File: config.mk
export PLATFORM = sky130hd
export DESIGN_NAME = pio_ports
export DESIGN_NICKNAME = d
export VERILOG_FILES = /design/src/pio_pkg.sv /design/src/pio_ports.sv
export VERILOG_INCLUDE_DIRS = /design/src
export SDC_FILE = /design/constraint.sdc
export NUM_CORES = 1
export LEC_CHECK = 0
export BUFFER_PORTS_ARGS = -buffer_cell sky130_fd_sc_hd__buf_2
export CORE_MARGIN = 10
export CORE_UTILIZATION = 47
export CTS_BUF_LIST = sky130_fd_sc_hd__clkbuf_4
export DETAILED_ROUTE_END_ITERATION = 12
export GPL_TIMING_DRIVEN = 0
export PLACE_DENSITY = 0.89
export SETUP_SLACK_MARGIN = 0.05
export SLEW_MARGIN = 20
export SYNTH_ARGS = -nofsm -noshare
export SYNTH_HDL_FRONTEND = slang
export SYNTH_SLANG_ARGS = --single-unit
File: constraint.sdc
create_clock -name clk_i -period 2.5 [get_ports clk_i]
set_clock_uncertainty 0.1 [all_clocks]
set_input_delay 0.625 -clock clk_i [delete_from_list [all_inputs] [get_ports clk_i]]
set_output_delay 0.625 -clock clk_i [all_outputs]
set_load 0.01 [all_outputs]
File: src/pio_cfg.svh
/*
  Register indices, field positions and reset values of the parallel I/O ports.
  Assumes it is included by bare name wherever the constants are needed.
*/
`ifndef PIO_CFG_SVH
`define PIO_CFG_SVH

// =====================================================================
// Register indices (byte address is four times the index)
`define PIO_IDX_A_DATA   6'h00
`define PIO_IDX_B_DATA   6'h01
`define PIO_IDX_C_DATA   6'h02
`define PIO_IDX_D_DATA   6'h03
`define PIO_IDX_A_DIR    6'h04
`define PIO_IDX_B_DIR    6'h05
`define PIO_IDX_C_DIR    6'h06
`define PIO_IDX_D_DIR    6'h07
`define PIO_IDX_C_PULLUP 6'h08
`define PIO_IDX_CONTROL  6'h09
`define PIO_IDX_STATUS   6'h0a
`define PIO_IDX_MASK     6'h0b

// =====================================================================
// Field positions and reset values
`define PIO_CTL_LEVEL_BIT 0
`define PIO_CTL_PWM_BIT   1
`define PIO_C_PWM_BIT     7
`define PIO_DIR_RESET     8'h00
`define PIO_PULLUP_RESET  8'h00
`define PIO_CTL_RESET     2'h0
`define PIO_STATUS_RESET  8'h00
`define PIO_MASK_RESET    8'h00
`define PIO_PREV_RESET    8'hff

`endif

File: src/pio_pkg.sv
/*
  Types shared by the parallel I/O ports.
  Assumes pio_cfg.svh is available on the include path.
*/
`default_nettype none

package pio_pkg;
  typedef logic [7:0] pio_byte_type;
  typedef logic [31:0] pio_word_type;
  // Sensitivity of the pull-up port interrupt inputs.
  typedef enum logic {
    PIO_SENSE_EDGE  = 1'b0,
    PIO_SENSE_LEVEL = 1'b1
  } pio_sense_type;
endpackage

`default_nettype wire

File: src/pio_ports.sv
/*
  Four parallel I/O ports with data and direction registers, pull-ups on
  port C, and port C pin interrupts, reached over a classic Wishbone slave.
  Assumes pin inputs are synchronous to clk_i and that the pad ring resolves
  each pin from its output and output enable, and applies the pull-up.
*/
// Local design decision: register access over Wishbone.
`include "pio_cfg.svh"
`default_nettype none

module pio_ports #(
  parameter int ADR_W = 8,
  parameter int D_W   = 7
) (
  input  wire logic              clk_i,
  input  wire logic              rst_i,
  input  wire logic              cyc_i,
  input  wire logic              stb_i,
  input  wire logic              we_i,
  input  wire logic [ADR_W-1:0]  adr_i,
  input  wire logic [3:0]        sel_i,
  input  wire logic [31:0]       dat_i,
  output logic      [31:0]       dat_o,
  output logic                   ack_o,
  output logic                   irq_o,
  input  wire logic              pwm_i,
  input  wire logic [7:0]        port_a_i,
  output logic      [7:0]        port_a_o,
  output logic      [7:0]        port_a_oe_o,
  input  wire logic [7:0]        port_b_i,
  output logic      [7:0]        port_b_o,
  output logic      [7:0]        port_b_oe_o,
  input  wire logic [7:0]        port_c_i,
  output logic      [7:0]        port_c_o,
  output logic      [7:0]        port_c_oe_o,
  output logic      [7:0]        port_c_pullup_o,
  input  wire logic [D_W-1:0]    port_d_i,
  output logic      [D_W-1:0]    port_d_o,
  output logic      [D_W-1:0]    port_d_oe_o
);

  // =====================================================================
  // Helpers

  // Outputs show their latch, inputs show the live pin.
  function automatic pio_pkg::pio_byte_type read_mix(
    input pio_pkg::pio_byte_type latch,
    input pio_pkg::pio_byte_type dir,
    input pio_pkg::pio_byte_type pin
  );
    read_mix = (latch & dir) | (pin & ~dir);
  endfunction

  function automatic pio_pkg::pio_word_type to_word(input pio_pkg::pio_byte_type b);
    to_word = {24'h000000, b};
  endfunction

  // =====================================================================
  // Storage

  pio_pkg::pio_byte_type a_data_r;
  pio_pkg::pio_byte_type b_data_r;
  pio_pkg::pio_byte_type c_data_r;
  logic [D_W-1:0]        d_data_r;
  pio_pkg::pio_byte_type a_dir_r;
  pio_pkg::pio_byte_type b_dir_r;
  pio_pkg::pio_byte_type c_dir_r;
  logic [D_W-1:0]        d_dir_r;
  pio_pkg::pio_byte_type c_pullup_r;
  pio_pkg::pio_sense_type sense_r;
  logic                  pwm_sel_r;
  pio_pkg::pio_byte_type status_r;
  pio_pkg::pio_byte_type status_nxt;
  pio_pkg::pio_byte_type mask_r;
  pio_pkg::pio_byte_type c_prev_r;
  logic                  ack_r;
  pio_pkg::pio_word_type dat_r;

  // =====================================================================
  // Bus decode

  logic [ADR_W-3:0]      idx;
  logic                  req;
  logic                  wr;
  pio_pkg::pio_byte_type wbyte;
  pio_pkg::pio_byte_type d_pin8;
  pio_pkg::pio_byte_type d_data8;
  pio_pkg::pio_byte_type d_dir8;

  assign idx     = adr_i[ADR_W-1:2];
  assign req     = cyc_i & stb_i & ~ack_r;
  assign wr      = req & we_i & sel_i[0];
  assign wbyte   = dat_i[7:0];
  assign d_pin8  = pio_pkg::pio_byte_type'(port_d_i);
  assign d_data8 = pio_pkg::pio_byte_type'(d_data_r);
  assign d_dir8  = pio_pkg::pio_byte_type'(d_dir_r);

  function automatic logic hit(input logic [ADR_W-3:0] i, input logic [5:0] k);
    hit = (i == (ADR_W-2)'(k));
  endfunction

  // =====================================================================
  // Data latches (no reset, their contents survive a reset)

  always_ff @(posedge clk_i) begin
    if (wr && hit(idx, `PIO_IDX_A_DATA)) begin
      a_data_r <= wbyte;
    end
  end

  always_ff @(posedge clk_i) begin
    if (wr && hit(idx, `PIO_IDX_B_DATA)) begin
      b_data_r <= wbyte;
    end
  end

  always_ff @(posedge clk_i) begin
    if (wr && hit(idx, `PIO_IDX_C_DATA)) begin
      c_data_r <= wbyte;
    end
  end

  always_ff @(posedge clk_i) begin
    if (wr && hit(idx, `PIO_IDX_D_DATA)) begin
      d_data_r <= wbyte[D_W-1:0];
    end
  end

  // =====================================================================
  // Direction registers

  always_ff @(posedge clk_i) begin
    if (rst_i) begin
      a_dir_r <= `PIO_DIR_RESET;
    end else if (wr && hit(idx, `PIO_IDX_A_DIR)) begin
      a_dir_r <= wbyte;
    end
  end

  always_ff @(posedge clk_i) begin
    if (rst_i) begin
      b_dir_r <= `PIO_DIR_RESET;
    end else if (wr && hit(idx, `PIO_IDX_B_DIR)) begin
      b_dir_r <= wbyte;
    end
  end

  always_ff @(posedge clk_i) begin
    if (rst_i) begin
      c_dir_r <= `PIO_DIR_RESET;
    end else if (wr && hit(idx, `PIO_IDX_C_DIR)) begin
      c_dir_r <= wbyte;
    end
  end

  always_ff @(posedge clk_i) begin
    if (rst_i) begin
      d_dir_r <= D_W'(`PIO_DIR_RESET);
    end else if (wr && hit(idx, `PIO_IDX_D_DIR)) begin
      d_dir_r <= wbyte[D_W-1:0];
    end
  end

  // =====================================================================
  // Pull-up enables and interrupt configuration

  always_ff @(posedge clk_i) begin
    if (rst_i) begin
      c_pullup_r <= `PIO_PULLUP_RESET;
    end else if (wr && hit(idx, `PIO_IDX_C_PULLUP)) begin
      c_pullup_r <= wbyte;
    end
  end

  always_ff @(posedge clk_i) begin
    if (rst_i) begin
      sense_r   <= pio_pkg::PIO_SENSE_EDGE;
      pwm_sel_r <= 1'b0;
    end else if (wr && hit(idx, `PIO_IDX_CONTROL)) begin
      sense_r   <= pio_pkg::pio_sense_type'(wbyte[`PIO_CTL_LEVEL_BIT]);
      pwm_sel_r <= wbyte[`PIO_CTL_PWM_BIT];
    end
  end

  always_ff @(posedge clk_i) begin
    if (rst_i) begin
      mask_r <= `PIO_MASK_RESET;
    end else if (wr && hit(idx, `PIO_IDX_MASK)) begin
      mask_r <= wbyte;
    end
  end

  // =====================================================================
  // Port C interrupt detection

  pio_pkg::pio_byte_type c_armed;
  pio_pkg::pio_byte_type c_event;

  assign c_armed = c_pullup_r & ~c_dir_r;

  // The input is active low, like the external interrupt pin it mirrors.
  // The previous sample resets high, so a pin already low at release looks like a
  // falling edge in the first cycle; the pull-up enables reset off, so it is not armed then.
  always_ff @(posedge clk_i) begin
    if (rst_i) begin
      c_prev_r <= `PIO_PREV_RESET;
    end else begin
      c_prev_r <= port_c_i;
    end
  end

  always_comb begin
    c_event = c_armed & c_prev_r & ~port_c_i;
    if (sense_r == pio_pkg::PIO_SENSE_LEVEL) begin
      c_event = c_armed & ~port_c_i;
    end
  end

  // A new event wins over a write-one-to-clear in the same cycle.
  always_comb begin
    status_nxt = status_r;
    if (wr && hit(idx, `PIO_IDX_STATUS)) begin
      status_nxt = status_r & ~wbyte;
    end
    status_nxt = status_nxt | c_event;
  end

  always_ff @(posedge clk_i) begin
    if (rst_i) begin
      status_r <= `PIO_STATUS_RESET;
    end else begin
      status_r <= status_nxt;
    end
  end

  assign irq_o = |(status_r & mask_r);

  // =====================================================================
  // Bus answer

  // Every access is answered one cycle after it is presented; unmapped
  // addresses read zero and swallow writes.
  always_ff @(posedge clk_i) begin
    if (rst_i) begin
      ack_r <= 1'b0;
    end else begin
      ack_r <= req;
    end
  end

  always_ff @(posedge clk_i) begin
    if (rst_i) begin
      dat_r <= 32'h00000000;
    end else if (req) begin
      dat_r <= 32'h00000000;
      case (idx)
        (ADR_W-2)'(`PIO_IDX_A_DATA):   dat_r <= to_word(read_mix(a_data_r, a_dir_r, port_a_i));
        (ADR_W-2)'(`PIO_IDX_B_DATA):   dat_r <= to_word(read_mix(b_data_r, b_dir_r, port_b_i));
        (ADR_W-2)'(`PIO_IDX_C_DATA):   dat_r <= to_word(read_mix(c_data_r, c_dir_r, port_c_i));
        (ADR_W-2)'(`PIO_IDX_D_DATA):   dat_r <= to_word(read_mix(d_data8, d_dir8, d_pin8));
        (ADR_W-2)'(`PIO_IDX_A_DIR):    dat_r <= to_word(a_dir_r);
        (ADR_W-2)'(`PIO_IDX_B_DIR):    dat_r <= to_word(b_dir_r);
        (ADR_W-2)'(`PIO_IDX_C_DIR):    dat_r <= to_word(c_dir_r);
        (ADR_W-2)'(`PIO_IDX_D_DIR):    dat_r <= to_word(d_dir8);
        (ADR_W-2)'(`PIO_IDX_C_PULLUP): dat_r <= to_word(c_pullup_r);
        (ADR_W-2)'(`PIO_IDX_CONTROL):  dat_r <= {30'h00000000, pwm_sel_r, sense_r};
        (ADR_W-2)'(`PIO_IDX_STATUS):   dat_r <= to_word(status_r);
        (ADR_W-2)'(`PIO_IDX_MASK):     dat_r <= to_word(mask_r);
        default:                       dat_r <= 32'h00000000;
      endcase
    end
  end

  assign ack_o = ack_r;
  assign dat_o = dat_r;

  // =====================================================================
  // Pins

  assign port_a_o    = a_data_r;
  assign port_a_oe_o = a_dir_r;
  assign port_b_o    = b_data_r;
  assign port_b_oe_o = b_dir_r;
  assign port_d_o    = d_data_r;
  assign port_d_oe_o = d_dir_r;

  always_comb begin
    port_c_o    = c_data_r;
    port_c_oe_o = c_dir_r;
    if (pwm_sel_r) begin
      port_c_o[`PIO_C_PWM_BIT]    = pwm_i;
      port_c_oe_o[`PIO_C_PWM_BIT] = 1'b1;
    end
  end

  // The pull-up only acts on a pin that is not being driven. Software should
  // leave the enable of the top pin off while it carries PWM.
  assign port_c_pullup_o = c_pullup_r & ~port_c_oe_o;

endmodule

`default_nettype wire

==> impl_metrics.csv <==
group,metric,value,unit
setup_path,crit_type,"input port to register",
route,vias,4843,
floorplanning,die_h,124,µm
global_routing,grt_overflow_total,0,
synthesis,ys_seq_area_frac,0.472,
setup_path,cp_data_required_time,2790,ps
pwr,p_total,2.91,mW
global_routing,antenna_found_initial,0,
synthesis,syn_avg_cell_area,9.94,µm²
route,firstDrtPassIters,7,
clock_network,cts_made_buffers,9,
sta,setup_viol,0,
synthesis,synth_seq_cells,105,
run,drv_cap,0,
pwr,p_leak,2.51,nW
cells_and_area,nets,771,
global_routing,grt_pass1_vias,4798,
clock_network,clock_sinks,105,
synthesis,yosysUniqueCellTypes,49,
floorplanning,die_area,0.0154,mm²
sta,finalCriticalPeriod,2430,ps
global_routing,grtUsageTotal,0.217,
placed_design,port-buffer-count,129,
synthesis,synthArstFlopShare,0,
cells_and_area,diodes,0,
cells_and_area,fillers,909,
route,ant_nets,0,
floorplanning,initial_core_util,0.476,
synthesis,synth_area_leader_cell,"dfxtp_1",
outcome,status,"finished, final reports clean",
cells_and_area,utilization,0.590,
clock_network,clkSlewWorstSetupHoldPaths,160,ps
setup_path,cp.arrival,2720,ps
sta,worst_pin_slew,876,ps
synthesis,syn_inst,514,
placed_design,dp.cells,806,
sta,rsz0062_at_grt,"true",
sta,fin_hold_ws,273,ps
pwr,pwr_density_cell,460,mW/mm²
pwr,peakVddDrop,0.404,mV
setup_path,cp-start-kind,"input port",
cells_and_area,drive_gt1_frac,0.345,
sta,hold_violations,0,
floorplanning,rows,38,
floorplanning,ioPinCount,185,
clock_network,clk_latency,450,ps
sta,slew_headroom,0.411,
floorplanning,die-width,124,µm
global_routing,grt_pass1_wl,27400,µm
sta,fmax,0.411,GHz
cells_and_area,layout.area.seq,0.00241,mm²
route,viasPerCell,5.80,
clock_network,cts_buffer_depth,2,
synthesis,synthTopCellsByArea,"dfxtp_1, edfxtp_1, mux2i_1, buf_4, nor2_1",
clock_network,tritoncts,"done",
floorplanning,core_area,0.0107,mm²
route,routedWlPerCell,21.4,µm
synthesis,synth_area,0.00511,mm²
synthesis,synth_edf_count,31,
cells_and_area,fin_cells,835,
setup_path,cp-end-kind,"register",
route,routed_wl,17900,µm
synthesis,synth_top_area_frac,0.290,
route,drc,0,
placed_design,dp_hpwl,13400,µm
synthesis,yosysWarnings,0,
sta,period_share,0.974,
cells_and_area,area.growth.synth_to_final,24.0,%
synthesis,synth-main-ff-cell,"dfxtp_1",
sta,drv_slew,0,
placed_design,place.gp.congestion,0.931,
setup_path,cp_max_fo,10,
global_routing,grt_max_degree,17,
cells_and_area,multi_input_area,0.00241,mm²
clock_network,h-tree-depth,3,
clock_network,hold_buffers,0,
clock_network,cts_root_buffer,"clkbuf_4",
route,drt_iter0_markers,591,
hold_path,hp-class,"input port to register",
[logic make-up (layout without fill, tap and decap cells)]
kind of cell | after synthesis | after routing | synth area share
AOI/OAI and AO/OA | 95 | 95 | 0.127
buffers and inverters | 76 | 234 | 0.0854
DFF | 105 | 105 | 0.472
muxes | 78 | 78 | 0.158
other | 1 | 24 | 0.000734
and+or+nand+nor | 159 | 159 | 0.157
[area by class of cell]
class                           count  share of cell area
Sequential cell                   105               0.381
Multi-Input combinational cell    356               0.380
Inverter                           11             0.00652
Timing Repair Buffer              142               0.121
Clock buffer                       11              0.0130
Tap cell                          140              0.0276
Clock inverter                      5             0.00869
Buffer                             65              0.0626
[cell usage in the layout (no fill, tap or decap), types with 3 or more instances in the layout]
cell type and n:
nand3b_1 8, buf_2 136, a31oi_1 9, mux2i_1 67, nand2_1 41, dfxtp_1 74
inv_1 11, nor2_1 64, a21oi_1 18, o41ai_1 8, o221ai_1 3, o22ai_1 8
or2_2 9, mux2_2 10, clkbuf_1 18, buf_4 49, edfxtp_1 31, nor3_1 3
o21ai_0 14, nand3_1 9, clkbuf_4 11, conb_1 24, nor2_4 6, a22oi_1 14
nor4_2 3
[critical path, stage by stage]
cell	delay (ps)
buf_2	170
buf_2	240
nor2b_1	490
nand2_1	450
o22ai_1	340
a2111oi_0	140
a211oi_1	260
[path summary, 6_finish.rpt]
kind | endpoint | slack [ps] | start | cells after the start
setup / recovery | dat_o[6] | 70 | adr_i[2] | 7
hold / removal | c_prev_r[6] | 270 | port_c_i[6] | 2
setup reg to reg | port_a_o[1] | 100 | ack_o | 6
hold reg to reg | status_r[3] | 390 | c_prev_r[3] | 2
[power by group]
group / internal [mW] / leakage (nW) / switching, mW
sequential: 1.76 / 0.877 / 0.00317
combinational: 0.0945 / 1.56 / 0.174
clock: 0.327 / 0.0749 / 0.554
total: 2.18 / 2.51 / 0.731
[cell usage after synthesis (10+ instances only)]
| library cell | number |
|---|---|
| dfxtp_1 | 74 |
| nor2_1 | 68 |
| mux2i_1 | 67 |
| nand2_1 | 41 |
| buf_4 | 38 |
| edfxtp_1 | 31 |
| clkbuf_1 | 19 |
| a21oi_1 | 18 |
| a22oi_1 | 14 |
| o21ai_0 | 14 |
| inv_1 | 11 |
| mux2_2 | 10 |
[flip-flops by register name (all words and copies together) (netlist names)]
register     cells
port_b_o         8
pwm_sel_r        1
mask_r           8
port_d_oe_o      7
port_a_oe_o      8
c_data_r         8
c_pullup_r       8
dat_o            8
status_r         8
port_d_o         7
ack_o            1
sense_r          1
port_a_o         8
c_prev_r         8
c_dir_r          8
port_b_oe_o      8
[repair_timing]
item	in CTS	in global routing
pin swaps	3	5
setup endpoints to repair	33	74
gates cloned	0	0
gates resized for setup	9	6
buffers inserted	5	8
[per-layer routing]
layer | routed length, µm | track usage
met5 | 0 | 0
met4 | 609 | 0.0761
met3 | 2170 | 0.0660
met2 | 8170 | 0.350
met1 | 6910 | 0.269
[metrics by stage]
| stage | area, µm² | worst slack [ps] | TNS, ps |
|---|---|---|---|
| global route | 6340 | 42.8 | 0 |
| finish | 6340 | 65.7 | 0 |
| floorplan | 5200 | 124 | 0 |
| detailed placement | 6020 | -765 | -33720 |
| global placement | 6020 | -724 | -28810 |
| CTS | 6250 | 66.9 | 0 |
No activity file was read; power rests on OpenSTA's default activity.
